--- src/fdsr_pkg.sv ---
// Package for the floppy status register bank: offsets, bit positions,
// compatibility modes.
// Assumes an 8-bit host I/O bus with a 3-bit offset inside the block.
package fdsr_pkg;

    // ------------------------------------------------------------
    // Register offsets
    // ------------------------------------------------------------
    localparam logic [2:0] OFF_STATUS_A = 3'h0;
    localparam logic [2:0] OFF_STATUS_B = 3'h1;
    localparam logic [2:0] OFF_DIGITAL_OUTPUT = 3'h2;
    localparam logic [2:0] OFF_TAPE_DRIVE = 3'h3;
    localparam logic [2:0] OFF_MAIN_STATUS = 3'h4;
    localparam logic [2:0] OFF_DATA_FIFO = 3'h5;
    localparam logic [2:0] OFF_RESERVED = 3'h6;
    localparam logic [2:0] OFF_DIGITAL_INPUT = 3'h7;

    // ------------------------------------------------------------
    // Field positions and reset values
    // ------------------------------------------------------------
    localparam int DRATE_POWERDOWN_BIT = 6;
    localparam int AUTO_PWR_FDC_BIT = 0;
    localparam int DOUT_DRIVE_PICK_BIT = 0;
    localparam int DOUT_RESET_N_BIT = 2;
    localparam int DOUT_MOTOR0_BIT = 4;
    localparam int DOUT_MOTOR1_BIT = 5;
    localparam int TAPE_SEL_WIDTH = 2;
    localparam logic [7:0] DOUT_RESET = 8'h00;
    localparam logic [7:0] DRATE_RESET = 8'h00;
    localparam logic [7:0] CFG_RESET = 8'h00;
    localparam logic [1:0] TAPE_RESET = 2'h0;
    localparam logic [7:0] BYTE_ZERO = 8'h00;
    localparam logic [1:0] RSVD_ONES = 2'h3;
    // Status A bit positions; bit 6 is drive two in enhanced one, DMA in enhanced two
    localparam int STA_DIRECTION_BIT = 0;
    localparam int STA_PROTECT_BIT = 1;
    localparam int STA_INDEX_BIT = 2;
    localparam int STA_SIDE_BIT = 3;
    localparam int STA_TRACK0_BIT = 4;
    localparam int STA_STEP_BIT = 5;
    localparam int STA_DRIVE2_BIT = 6;
    localparam int STA_DMA_BIT = 6;
    localparam int STA_IRQ_BIT = 7;
    // Status B bit positions
    localparam int STB_MOTOR0_BIT = 0;
    localparam int STB_MOTOR1_BIT = 1;
    localparam int STB_WRITE_GATE_BIT = 2;
    localparam int STB_RD_TOGGLE_BIT = 3;
    localparam int STB_WR_TOGGLE_BIT = 4;
    localparam int STB_PICK_BIT = 5;
    localparam int STB_RSVD_LSB = 6;
    localparam int STB_RSVD_MSB = 7;

    // ------------------------------------------------------------
    // Compatibility modes
    // ------------------------------------------------------------
    typedef enum logic [1:0] {
        FDSR_MODE_AT = 2'b00,
        FDSR_MODE_ENH1 = 2'b01,
        FDSR_MODE_ENH2 = 2'b10
    } fdsr_mode_t;

endpackage

--- src/fdsr_regs.sv ---
// Host register decode, drive status registers and drive power-off pin
// of a floppy controller.
// Assumes host strobes are synchronous one-cycle pulses and the mode
// input is held stable while running.
//
// Operation
// - power-off high: shutdown, else auto-down, else powerdown bit
// - power-off output is active high
// - decode eight offsets, others unsupported
// - offset 4 reads main status, writes rate
// - offset 7 reads input register, writes config
// - AT mode: status reads leave bus undriven
// - enhanced modes: status readable any time
// - enhanced one: A0 direction, one inward
// - enhanced one: A1,A2,A4,A6 active low
// - enhanced one: A3 head side, A5 step
// - enhanced modes: A7 mirrors interrupt line
// - enhanced two: A0 direction inverted
// - enhanced two: protect, index, track high; side low
// - enhanced two: A5 latched step, cleared on input read
// - enhanced one: B0,B1 motor outputs, hard reset
// - enhanced one: B2 write gate
// - enhanced one: B3,B4 toggle on data edges
// - enhanced one: B5 mirrors drive pick bit
// - enhanced one: B6,B7 read one
`timescale 1ns/1ps
module fdsr_regs
(
    // Clock and reset
    input wire logic clk,
    input wire logic reset_n,
    // Host I/O bus
    input wire logic [2:0] io_addr,
    input wire logic io_rd,
    input wire logic io_wr,
    input wire logic [7:0] io_wdata,
    output logic [7:0] io_rdata,
    output logic io_rdata_oe,
    // Mode and power configuration
    input wire logic [1:0] compat_mode,
    input wire logic fdc_shutdown,
    input wire logic auto_power_config,
    input wire logic auto_powered_down,
    // Controller core
    input wire logic [7:0] main_status,
    input wire logic [7:0] fifo_rdata,
    input wire logic [7:0] digital_input,
    input wire logic core_irq,
    input wire logic core_drq,
    input wire logic soft_reset,
    output logic fifo_rd,
    output logic fifo_wr,
    output logic [7:0] digital_output,
    output logic [7:0] data_rate_select,
    output logic [7:0] config_control,
    // Drive interface
    input wire logic head_inward_n,
    input wire logic write_protect_n,
    input wire logic index_pulse_n,
    input wire logic track_zero_n,
    input wire logic head_side,
    input wire logic step_out,
    input wire logic second_drive_present_n,
    input wire logic write_gate,
    input wire logic read_data_n,
    input wire logic write_data_n,
    // Drive power
    output logic floppy_power_off
);

    logic [1:0] tape_drive_select;
    logic step_prev_reg;
    logic step_latch_reg;
    logic read_toggle;
    logic write_toggle;
    logic [7:0] drive_status_a;
    logic [7:0] drive_status_b;
    logic status_access;
    logic motor_on_0;
    logic motor_on_1;
    logic drive_pick_bit0;
    logic fdc_reset_n;
    logic rd_input;
    fdsr_pkg::fdsr_mode_t mode;
    logic [7:0] status_a_enh1;
    logic [7:0] status_a_enh2;
    logic [7:0] status_b_enh1;
    logic step_rise;
    logic wr_dout;
    logic wr_tape;
    logic wr_drate;
    logic wr_cfg;

    assign mode = fdsr_pkg::fdsr_mode_t'(compat_mode);
    assign rd_input = io_rd && (io_addr == fdsr_pkg::OFF_DIGITAL_INPUT);
    assign fdc_reset_n = digital_output[fdsr_pkg::DOUT_RESET_N_BIT];
    assign motor_on_0 = digital_output[fdsr_pkg::DOUT_MOTOR0_BIT];
    assign motor_on_1 = digital_output[fdsr_pkg::DOUT_MOTOR1_BIT];
    assign drive_pick_bit0 = digital_output[fdsr_pkg::DOUT_DRIVE_PICK_BIT];
    assign step_rise = step_out && !step_prev_reg;

    // ------------------------------------------------------------
    // Write strobes
    // ------------------------------------------------------------
    // Offsets 4 and 7 are shared: writes land in rate and config.
    assign wr_dout = io_wr && (io_addr == fdsr_pkg::OFF_DIGITAL_OUTPUT);
    assign wr_tape = io_wr && (io_addr == fdsr_pkg::OFF_TAPE_DRIVE);
    assign wr_drate = io_wr && (io_addr == fdsr_pkg::OFF_MAIN_STATUS);
    assign wr_cfg = io_wr && (io_addr == fdsr_pkg::OFF_DIGITAL_INPUT);

    // ------------------------------------------------------------
    // Writable registers
    // ------------------------------------------------------------
    // Digital output is untouched by software reset; hard reset only.
    always_ff @(posedge clk or negedge reset_n)
    begin
        if (!reset_n)
        begin
            digital_output <= fdsr_pkg::DOUT_RESET;
        end
        else if (wr_dout)
        begin
            digital_output <= io_wdata;
        end
    end

    always_ff @(posedge clk or negedge reset_n)
    begin
        if (!reset_n)
        begin
            tape_drive_select <= fdsr_pkg::TAPE_RESET;
        end
        else if (wr_tape)
        begin
            tape_drive_select <= io_wdata[fdsr_pkg::TAPE_SEL_WIDTH-1:0];
        end
    end

    always_ff @(posedge clk or negedge reset_n)
    begin
        if (!reset_n)
        begin
            data_rate_select <= fdsr_pkg::DRATE_RESET;
        end
        else if (wr_drate)
        begin
            data_rate_select <= io_wdata;
        end
    end

    always_ff @(posedge clk or negedge reset_n)
    begin
        if (!reset_n)
        begin
            config_control <= fdsr_pkg::CFG_RESET;
        end
        else if (wr_cfg)
        begin
            config_control <= io_wdata;
        end
    end

    assign fifo_wr = io_wr && (io_addr == fdsr_pkg::OFF_DATA_FIFO);
    assign fifo_rd = io_rd && (io_addr == fdsr_pkg::OFF_DATA_FIFO);

    // ------------------------------------------------------------
    // Latched step
    // ------------------------------------------------------------
    always_ff @(posedge clk or negedge reset_n)
    begin
        if (!reset_n)
        begin
            step_prev_reg <= 1'b0;
        end
        else
        begin
            step_prev_reg <= step_out;
        end
    end

    // Digital output bit 2 low holds the controller in soft reset.
    // Set wins over the clear from an input-register read or soft reset.
    always_ff @(posedge clk or negedge reset_n)
    begin
        if (!reset_n)
        begin
            step_latch_reg <= 1'b0;
        end
        else if (step_rise)
        begin
            step_latch_reg <= 1'b1;
        end
        else if (rd_input || soft_reset || !fdc_reset_n)
        begin
            step_latch_reg <= 1'b0;
        end
    end

    // ------------------------------------------------------------
    // Data line toggles
    // ------------------------------------------------------------
    // Inactive edge of an active-low data line is its rising edge.
    fdsr_toggle u_read_toggle
    (
        .clk(clk),
        .reset_n(reset_n),
        .level_in(~read_data_n),
        .toggle_out(read_toggle)
    );

    fdsr_toggle u_write_toggle
    (
        .clk(clk),
        .reset_n(reset_n),
        .level_in(~write_data_n),
        .toggle_out(write_toggle)
    );

    // ------------------------------------------------------------
    // Status register layouts
    // ------------------------------------------------------------
    // Enhanced one, status A: live levels, drive polarity kept except A0
    always_comb
    begin
        status_a_enh1 = fdsr_pkg::BYTE_ZERO;
        status_a_enh1[fdsr_pkg::STA_DIRECTION_BIT] = ~head_inward_n;
        status_a_enh1[fdsr_pkg::STA_PROTECT_BIT] = write_protect_n;
        status_a_enh1[fdsr_pkg::STA_INDEX_BIT] = index_pulse_n;
        status_a_enh1[fdsr_pkg::STA_SIDE_BIT] = head_side;
        status_a_enh1[fdsr_pkg::STA_TRACK0_BIT] = track_zero_n;
        status_a_enh1[fdsr_pkg::STA_STEP_BIT] = step_out;
        status_a_enh1[fdsr_pkg::STA_DRIVE2_BIT] = second_drive_present_n;
        status_a_enh1[fdsr_pkg::STA_IRQ_BIT] = core_irq;
    end

    // Enhanced two, status A: inverted polarity except A0, latched step
    always_comb
    begin
        status_a_enh2 = fdsr_pkg::BYTE_ZERO;
        status_a_enh2[fdsr_pkg::STA_DIRECTION_BIT] = head_inward_n;
        status_a_enh2[fdsr_pkg::STA_PROTECT_BIT] = ~write_protect_n;
        status_a_enh2[fdsr_pkg::STA_INDEX_BIT] = ~index_pulse_n;
        status_a_enh2[fdsr_pkg::STA_SIDE_BIT] = ~head_side;
        status_a_enh2[fdsr_pkg::STA_TRACK0_BIT] = ~track_zero_n;
        status_a_enh2[fdsr_pkg::STA_STEP_BIT] = step_latch_reg;
        status_a_enh2[fdsr_pkg::STA_DMA_BIT] = core_drq;
        status_a_enh2[fdsr_pkg::STA_IRQ_BIT] = core_irq;
    end

    // Enhanced one, status B: motors, gate, toggles, pick bit
    always_comb
    begin
        status_b_enh1 = fdsr_pkg::BYTE_ZERO;
        status_b_enh1[fdsr_pkg::STB_MOTOR0_BIT] = motor_on_0;
        status_b_enh1[fdsr_pkg::STB_MOTOR1_BIT] = motor_on_1;
        status_b_enh1[fdsr_pkg::STB_WRITE_GATE_BIT] = write_gate;
        status_b_enh1[fdsr_pkg::STB_RD_TOGGLE_BIT] = read_toggle;
        status_b_enh1[fdsr_pkg::STB_WR_TOGGLE_BIT] = write_toggle;
        status_b_enh1[fdsr_pkg::STB_PICK_BIT] = drive_pick_bit0;
        status_b_enh1[fdsr_pkg::STB_RSVD_MSB:fdsr_pkg::STB_RSVD_LSB] =
            fdsr_pkg::RSVD_ONES;
    end

    // Mode picks the layout; AT mode and the unused code read zero
    always_comb
    begin
        drive_status_a = fdsr_pkg::BYTE_ZERO;
        drive_status_b = fdsr_pkg::BYTE_ZERO;
        unique case (mode)
            fdsr_pkg::FDSR_MODE_ENH1:
            begin
                drive_status_a = status_a_enh1;
                drive_status_b = status_b_enh1;
            end
            fdsr_pkg::FDSR_MODE_ENH2:
            begin
                drive_status_a = status_a_enh2;
            end
            default:
            begin
                drive_status_a = fdsr_pkg::BYTE_ZERO;
                drive_status_b = fdsr_pkg::BYTE_ZERO;
            end
        endcase
    end

    assign status_access = (io_addr == fdsr_pkg::OFF_STATUS_A) ||
        (io_addr == fdsr_pkg::OFF_STATUS_B);

    // ------------------------------------------------------------
    // Read mux, combinational within the read cycle
    // ------------------------------------------------------------
    always_comb
    begin
        io_rdata = fdsr_pkg::BYTE_ZERO;
        io_rdata_oe = 1'b0;
        if (io_rd)
        begin
            io_rdata_oe = 1'b1;
            unique case (io_addr)
                fdsr_pkg::OFF_STATUS_A: io_rdata = drive_status_a;
                fdsr_pkg::OFF_STATUS_B: io_rdata = drive_status_b;
                fdsr_pkg::OFF_DIGITAL_OUTPUT: io_rdata = digital_output;
                fdsr_pkg::OFF_TAPE_DRIVE:
                    io_rdata[fdsr_pkg::TAPE_SEL_WIDTH-1:0] = tape_drive_select;
                fdsr_pkg::OFF_MAIN_STATUS: io_rdata = main_status;
                fdsr_pkg::OFF_DATA_FIFO: io_rdata = fifo_rdata;
                fdsr_pkg::OFF_RESERVED: io_rdata_oe = 1'b0;
                fdsr_pkg::OFF_DIGITAL_INPUT: io_rdata = digital_input;
            endcase
            // AT mode leaves the bus floating on status reads; enhanced
            // modes drive it at any time.
            if (status_access && mode == fdsr_pkg::FDSR_MODE_AT)
            begin
                io_rdata_oe = 1'b0;
            end
        end
    end

    // ------------------------------------------------------------
    // Drive power-off pin
    // ------------------------------------------------------------
    // Registered so the pin never glitches while its inputs settle.
    always_ff @(posedge clk or negedge reset_n)
    begin
        if (!reset_n)
        begin
            floppy_power_off <= 1'b0;
        end
        else if (fdc_shutdown)
        begin
            floppy_power_off <= 1'b1;
        end
        else if (auto_power_config)
        begin
            floppy_power_off <= auto_powered_down;
        end
        else
        begin
            floppy_power_off <=
                data_rate_select[fdsr_pkg::DRATE_POWERDOWN_BIT];
        end
    end

endmodule

--- src/fdsr_toggle.sv ---
// Toggle flip-flop flipping on each falling edge of a sampled level.
// Assumes the input is synchronous to clk.
`timescale 1ns/1ps
module fdsr_toggle
(
    // Clock and reset
    input wire logic clk,
    input wire logic reset_n,
    // Watched level
    input wire logic level_in,
    // Toggle state
    output logic toggle_out
);

    logic level_reg;

    always_ff @(posedge clk or negedge reset_n)
    begin
        if (!reset_n)
        begin
            level_reg <= 1'b0;
        end
        else
        begin
            level_reg <= level_in;
        end
    end

    always_ff @(posedge clk or negedge reset_n)
    begin
        if (!reset_n)
        begin
            toggle_out <= 1'b0;
        end
        else if (level_reg && !level_in)
        begin
            toggle_out <= ~toggle_out;
        end
    end

endmodule

--- config.mk ---
export PLATFORM = sky130hd
export DESIGN_NAME = fdsr_regs
export DESIGN_NICKNAME = d
export VERILOG_FILES = /design/src/fdsr_pkg.sv /design/src/fdsr_regs.sv /design/src/fdsr_toggle.sv
export SDC_FILE = /design/constraint.sdc
export NUM_CORES = 1
export LEC_CHECK = 0
export BUFFER_PORTS_ARGS = -buffer_cell sky130_fd_sc_hd__buf_2
export CORE_MARGIN = 2
export CORE_UTILIZATION = 41
export DETAILED_ROUTE_END_ITERATION = 8
export PLACE_DENSITY = 0.76
export SLEW_MARGIN = 20
export SYNTH_ARGS = -nofsm -noshare
export SYNTH_HDL_FRONTEND = slang
export SYNTH_SLANG_ARGS = --single-unit
export TNS_END_PERCENT = 1
--- constraint.sdc ---
create_clock -name clk -period 1.3 [get_ports clk]
set_input_delay 0.13 -clock clk [delete_from_list [all_inputs] [get_ports clk]]
set_output_delay 0.13 -clock clk [all_outputs]
set_load 0.01 [all_outputs]
==> metrics.md, run 1 <==
| Metric | Value |
|---|---|
| Status | `finished, violations left` |
| Failing checks | `negative setup slack` |
| Initial core utilization | `43.04%` |
| Clock Tree Buf Depth | `2` |
| Routed vias/inst | `5.264` |
| Sequential share of power | `42.6%` |
| Grt ovf | `0` |
| Core area | `0.004384 mm^2` |
| Total track usage | `21.74%` |
| First-pass GRT wire length | `8.687 mm` |
| Clk_lat worst skew | `0.28 ns` |
| Area Growth Syn to Fin | `47.48%` |
| CTS tree | `built` |
| Port bufs | `92` |
| Post-route cell area | `0.002783 mm^2` |
| Post-synth top area cell | `dfrtp_1` |
| Mapped Cells | `168` |
| Vias | `1795` |
| CTS root buf | `clkbuf_8` |
| Fmax | `0.6034 GHz` |
| Die area | `0.005160 mm^2` |
| Initial antenna violation count | `0` |
| Rows | `24` |
| H-tree Lvls | `2` |
| Fin Clk Skew | `0.0006633 ns` |
| Sum Neg Setup Slack | `-1.724 ns` |
| Syn nets | `228` |
| Area contributors post-synth | `dfrtp_1 44%, mux2_2 19%, a22oi_1 2.4%, ha_1 2.0%, nand2_1 2.0%` |
| Crit end category | `output port` |
| Min Tclk post-route | `1.657 ns` |
| Worst Path Required | `1.17 ns` |
| Reg-to-Reg End | `floppy_power_off$_DFF_PN0_` |
| Finish-stage setup viols | `8` |
| Share of cells above drive strength 1 | `59.52%` |
| IO Count | `93` |
| Hold EP | `floppy_power_off$_DFF_PN0_` |
| Vias in the first global route | `1764` |
| Total Wirelength | `5.229 mm` |
| Clk pin slew, worst setup/hold paths | `0.07 ns` |
| CTS Sinks | `33` |
| Hold WC Path Type | `in -> reg` |
| Period Utilization, post-route | `127.5%` |
| Register area share after synthesis | `43.77%` |
| Setup crit start kind | `flip-flop` |
| RR Startpoint | `data_rate_select[6]$_DFFE_PN0P_` |
| Antenna Nets Post-Route | `0` |
| Power per cell area | `1184 mW/mm^2` |
| Crit Path Max Fanout | `2` |
| RSZ-0062 raised after global routing | `true` |
| Post-synth cell types | `38` |
| Detailed Routing Iterations Pass 1 | `4` |
| Setup WS post-layout | `-0.3572 ns` |
| Main synth FF type | `dfrtp_1` |
| Yosys top cell area share | `43.77%` |
| Inserted Clock Buffers | `5` |
| #FFs+latches synth | `33` |
| DR WL/cell | `15.33 um` |
| Hold depth | `2` |
| Top cells by count, synth | `33 x dfrtp_1, 32 x mux2_2, 10 x nand2_1` |
| Synthesized area | `0.001887 mm^2` |
| Peak VDD IR | `0.9524 mV` |
| Syn avg cell area | `11.23 um^2` |
| Int Pwr | `2.372 mW` |
| Pins over their slew limit | `0` |
| HPWL after DPL | `4.105 mm` |
| Largest net degree at the start of global routing | `34` |
| Worst slew pin tran | `0.4167 ns` |
| Pwr Total | `3.295 mW` |
| R2R Setup Slk | `0.44 ns` |
| RePlAce Congestion | `0.8712` |
| YS warnings | `0` |
| Hold Vio Cnt, Final | `0` |
| Psw | `922.6 uW` |
| Post-synth EDFFs | `0` |
| Top-count cell post-synth | `dfrtp_1` |
| Combinational share of power | `27.5%` |
| Max-cap violations | `0` |
| Crit Path Category | `reg -> out` |
| Clock Power Share | `29.9%` |
| Sw frac | `28.00%` |
| P_leak | `1.382 nW` |
| Fraction of registers with async set/reset | `100.0%` |
| Die Ht | `71.84 um` |
| Final layout net count | `348` |
| ANT cells | `0` |
| Iter 0 DRT Violations | `96` |
| R2R cell count | `2` |
| Top flop regs | `config_control x8, data_rate_select x8, digital_output x8` |
| Hold Crit Start | `fdc_shutdown` |
| Crit path DAT | `1.53 ns` |
| Residual DRC | `0` |
| Cell Area, Placed | `0.002581 mm^2` |
| Post-CTS setup buffers | `0` |
| Die W | `71.84 um` |
| Max transition margin | `72.22%` |
==> kinds of logic (layout without fill, tap and decap cells) <==
logic type | after synthesis | count (layout) | synth area share (%)
AO/OA/AOI/OAI | 38 | 38 | 15.05
flip-flops | 33 | 33 | 43.77
adder cells (fa/ha/maj) | 3 | 3 | 1.990
XOR/XNOR | 2 | 2 | 0.9286
buffers and inverters | 15 | 136 | 3.912
AND/OR/NAND/NOR | 42 | 42 | 13.66
multiplexers | 35 | 35 | 20.69
==> layout by cell type, fill, tap and decap left out, types with 3 or more instances in the layout <==
master and n:
a222oi_1 3, inv_1 6, nor2b_1 4, nor2_1 5
o21ai_0 4, clkbuf_8 6, a22o_1 4, buf_4 24
a22oi_1 6, dlygate4sd3_1 4, nand3_1 4, and2_1 4
mux2_2 31, dfrtp_1 33, mux2i_1 3, a21oi_1 5
nand3b_1 3, nand2_1 10, a221oi_2 3, buf_2 91
==> worst max-delay path, stage by stage (launching register included) <==
cell      delay [ns]
dfrtp_1         0.37
mux2_4          0.26
a22o_1          0.19
a221oi_2        0.22
nor2_1          0.06
buf_2           0.14
==> how the worst max path moves through the flow <==
stage                                     startpoint          end  slack (ns)  cells past startpoint
floorplan                             compat_mode[1]  io_rdata[3]       -0.02                      6
global placement                      compat_mode[1]  io_rdata[4]       -0.24                      8
detailed placement                    compat_mode[1]  io_rdata[4]       -0.28                      8
CTS                 tape_drive_select[0]$_DFFE_PN0P_  io_rdata[0]       -0.35                      5
global route        tape_drive_select[0]$_DFFE_PN0P_  io_rdata[0]       -0.42                      5
finish              tape_drive_select[0]$_DFFE_PN0P_  io_rdata[0]       -0.36                      5
==> stage by stage <==
step	hold slack (ns)	std cells	setup WS (ns)	utilization, %
after CTS	0.04506	341	-0.3499	63.18
after floorplan	-0.1656	168	-0.02053	-
after detailed placement	0.1763	329	-0.2806	58.88
after global routing	0.05529	341	-0.4240	63.47
after global placement	0.1732	329	-0.2429	58.88
final	0.04937	341	-0.3572	63.47
==> power by group through the flow <==
stage	logic (mW)	clock network (mW)	registers (mW)
CTS	0.910	1.01	1.40
global placement	0.870	0	1.41
detailed placement	0.885	0	1.41
floorplan	0.387	0	1.47
finish	0.907	0.985	1.40
global route	0.998	1.05	1.44
==> routing by layer <==
metal	routed length, um	track usage (%)	share of wire [%]
met5	0	0	0
met4	49	5.870	0.94
met3	484	6.329	9.3
met2	2427	33.85	46
met1	2267	29.80	43
==> layout make-up <==
| type | count | area [um^2] |
|---|---|---|
| clock buffers | 7 | 86.33 |
| fillers | 362 | 1602 |
| well taps | 52 | 65.06 |
| repair buffers | 122 | 726.9 |
| inverters | 6 | 22.52 |
| clock inverters | 1 | 30.03 |
| flip-flops and latches | 33 | 825.8 |
| multi-input cells | 120 | 1026 |
==> repair_timing <==
item / in CTS / in global routing
pin swaps: 5 / 3
endpoints found under the setup margin: 8 / 9
resized for setup: 9 / 4
hold endpoints to repair: 36 / 0
hold buffers: 4 / 0
(Power assumes the default switching activity.)
==> inputs of run 2 (changes only) <==
--- a/config.mk
+++ b/config.mk
@@ -10,6 +10,7 @@
 export CORE_UTILIZATION = 41
 export DETAILED_ROUTE_END_ITERATION = 8
 export PLACE_DENSITY = 0.76
+export SETUP_SLACK_MARGIN = 0.05
 export SLEW_MARGIN = 20
 export SYNTH_ARGS = -nofsm -noshare
 export SYNTH_HDL_FRONTEND = slang
==> metrics.md, run 2 (synthesized netlist as in run 1, its figures left out) <==
| Metric | Value |
|---|---|
| Final core utilization | `63.53% (about the same)` |
| ANT cells | `0 (unchanged)` |
| Crit Path Max Fanout | `2 (unchanged)` |
| IO Count | `93 (unchanged)` |
| Clk_lat worst skew | `0.28 ns (about the same)` |
| Vias in the first global route | `1854 (+5.1%)` |
| Peak VDD IR | `0.7886 mV (-17%)` |
| Setup WS post-layout | `-0.3855 ns (-0.02823 ns)` |
| Grt ovf | `0 (unchanged)` |
| Worst slew pin tran | `0.4009 ns (-0.01577 ns)` |
| Crit end category | `output port` |
| P_leak | `1.390 nW (+0.55%)` |
| CTS Sinks | `33 (unchanged)` |
| HPWL after DPL | `4.166 mm (+1.5%)` |
| Met1 WL | `2.212 mm (-2.4%)` |
| H-tree Lvls | `2 (unchanged)` |
| Share of cells above drive strength 1 | `59.59% (+0.073 points)` |
| Hold WC Path Type | `in -> reg` |
| Post-route cell area | `0.002785 mm^2 (about the same)` |
| Most frequent cells in the layout | `91 x buf_2, 33 x dfrtp_1, 31 x mux2_2` |
| Largest net degree at the start of global routing | `34 (unchanged)` |
| Pins over their slew limit | `0 (unchanged)` |
| Die area | `0.005160 mm^2 (unchanged)` |
| RePlAce Congestion | `0.9014 (+3.5%)` |
| Hold WS | `0.007857 ns (-0.04151 ns)` |
| Failing checks | `negative setup slack` |
| Initial antenna violation count | `0 (unchanged)` |
| Min Tclk post-route | `1.685 ns (+0.02823 ns)` |
| Residual DRC | `0 (unchanged)` |
| Power per cell area | `1100 mW/mm^2 (-7.1%)` |
| Clock Tree Buf Depth | `2 (unchanged)` |
| CTS root buf | `clkbuf_8` |
| Crit Path Category | `reg -> out` |
| Finish-stage setup viols | `8 (unchanged)` |
| Period Utilization, post-route | `129.7% (+2.2 points)` |
| Final layout net count | `351 (+0.86%)` |
| Post-CTS setup buffers | `0 (unchanged)` |
| First-pass GRT wire length | `8.597 mm (-1.0%)` |
| Routed vias/inst | `5.285 (+0.40%)` |
| Highest routing layer actually used | `met4` |
| Vias | `1818 (+1.3%)` |
| Fill cells | `368 (+1.7%)` |
| Pre-CTS WS | `-0.3396 ns (-0.05904 ns)` |
| Fin Clk Skew | `0.0008118 ns (+0.0001485 ns)` |
| Final Instance Count excl. Fillers | `344 (+0.88%)` |
| Total Wirelength | `5.327 mm (+1.9%)` |
| RSZ-0062 raised after global routing | `true` |
| Fmax | `0.5933 GHz (-1.7%)` |
| Sum Neg Setup Slack | `-1.717 ns (+0.007080 ns)` |
| Inserted Clock Buffers | `5 (unchanged)` |
| Antenna Nets Post-Route | `0 (unchanged)` |
| Initial core utilization | `43.04% (unchanged)` |
| Cell Area, Placed | `0.002626 mm^2 (+1.7%)` |
| DR WL/cell | `15.49 um (+0.99%)` |
| Total track usage | `21.53% (-0.20 points)` |
| Status | `finished, violations left` |
| Placed insts | `333 (+1.2%)` |
| Detailed Routing Iterations Pass 1 | `4 (unchanged)` |
| Commonest non-fill, non-tap cell in the layout | `buf_2` |
| Die Ht | `71.84 um (unchanged)` |
| Crit path DAT | `1.56 ns (+0.03 ns)` |
| Top flop regs | `config_control x8, data_rate_select x8, digital_output x8` |
| Metal2 WL | `2.577 mm (+6.2%)` |
| Area Growth Syn to Fin | `47.61% (about the same)` |
| Clk pin slew, worst setup/hold paths | `0.06 ns (about the same)` |
| CTS tree | `built` |
| Hold Vio Cnt, Final | `0 (unchanged)` |
| Setup crit start kind | `flip-flop` |
| Worst Path Required | `1.17 ns (about the same)` |
| Port bufs | `92 (unchanged)` |
| Rows | `24 (unchanged)` |
| Routed length on met3 | `427 um (-12%)` |
| Die W | `71.84 um (unchanged)` |
| Max transition margin | `73.27% (+1.1 points)` |
| Iter 0 DRT Violations | `87 (-9.4%)` |
| Max-cap violations | `0 (unchanged)` |
| Core area | `0.004384 mm^2 (unchanged)` |
| Pwr Total | `3.064 mW (-7.0%)` |
-- run 2: cell types whose count changed in the layout (fill, tap and decap cells not counted), sizes merged --
cell,delta
bufinv,-1
buf,+3
dlygate4sd3,-1
clkinv,+2
-- run 2: area by class of cell --
| class | instances | area [um^2] | area share, % |
|---|---|---|---|
| inverters | 6 | 22.52 | 0.8086 |
| flip-flops and latches | 33 | 825.8 | 29.65 |
| clock buffers | 6 | 72.57 | 2.606 |
| clock inverters | 2 | 10.01 | 0.3594 |
| well taps | 52 | 65.06 | 2.336 |
| repair buffers | 125 | 755.7 | 27.13 |
| multi-input cells | 120 | 1033 | 37.11 |
-- run 2: worst max-delay path, cell delays in order (launching register included) --
cell and delay (ns):
dfrtp_1 0.37, mux2_4 0.26, a22o_1 0.20, a221oi_2 0.23, nor2_1 0.08, buf_2 0.14
-- run 2: layer usage --
layer / up-vias / global-route usage [%]
li1: 869 / -
met1: 863 / 26.47
met2: 73 / 36.63
met3: 13 / 5.767
met4: 0 / 7.338
met5: - / 0
-- run 2: worst paths after layout --
| kind | startpoint | to | slack (ns) | cells after the start |
|---|---|---|---|---|
| hold / removal | read_data_n | u_read_toggle.level_reg$_DFF_PN0_ | 0.008 | 2 |
| min in group asynchronous | reset_n | data_rate_select[6]$_DFFE_PN0P_ | 0.41 | 3 |
| setup reg to reg | digital_output[4]$_DFFE_PN0P_ | digital_output[4]$_DFFE_PN0P_ | 0.43 | 1 |
| setup / recovery | tape_drive_select[0]$_DFFE_PN0P_ | io_rdata[0] | -0.39 | 5 |
| hold reg to reg | step_prev_reg$_DFF_PN0_ | step_latch_reg$_DFFE_PN0P_ | 0.45 | 1 |
| max in group asynchronous | reset_n | u_read_toggle.toggle_out$_DFFE_PN0P_ | 0.60 | 3 |
-- run 2: report_power, final --
group / switching, mW / total (mW) / internal, mW
clock: 0.362 / 0.732 / 0.370
sequential: 0.161 / 1.41 / 1.25
combinational: 0.416 / 0.923 / 0.507
total: 0.939 / 3.06 / 2.13
-- run 2: what timing repair did --
| action | CTS | global route |
|---|---|---|
| setup endpoints to repair | 8 | 10 |
| resized for setup | 8 | 3 |
| endpoints found under the hold margin | 35 | 0 |
| pin swaps | 2 | 1 |
| hold buffers | 3 | 0 |
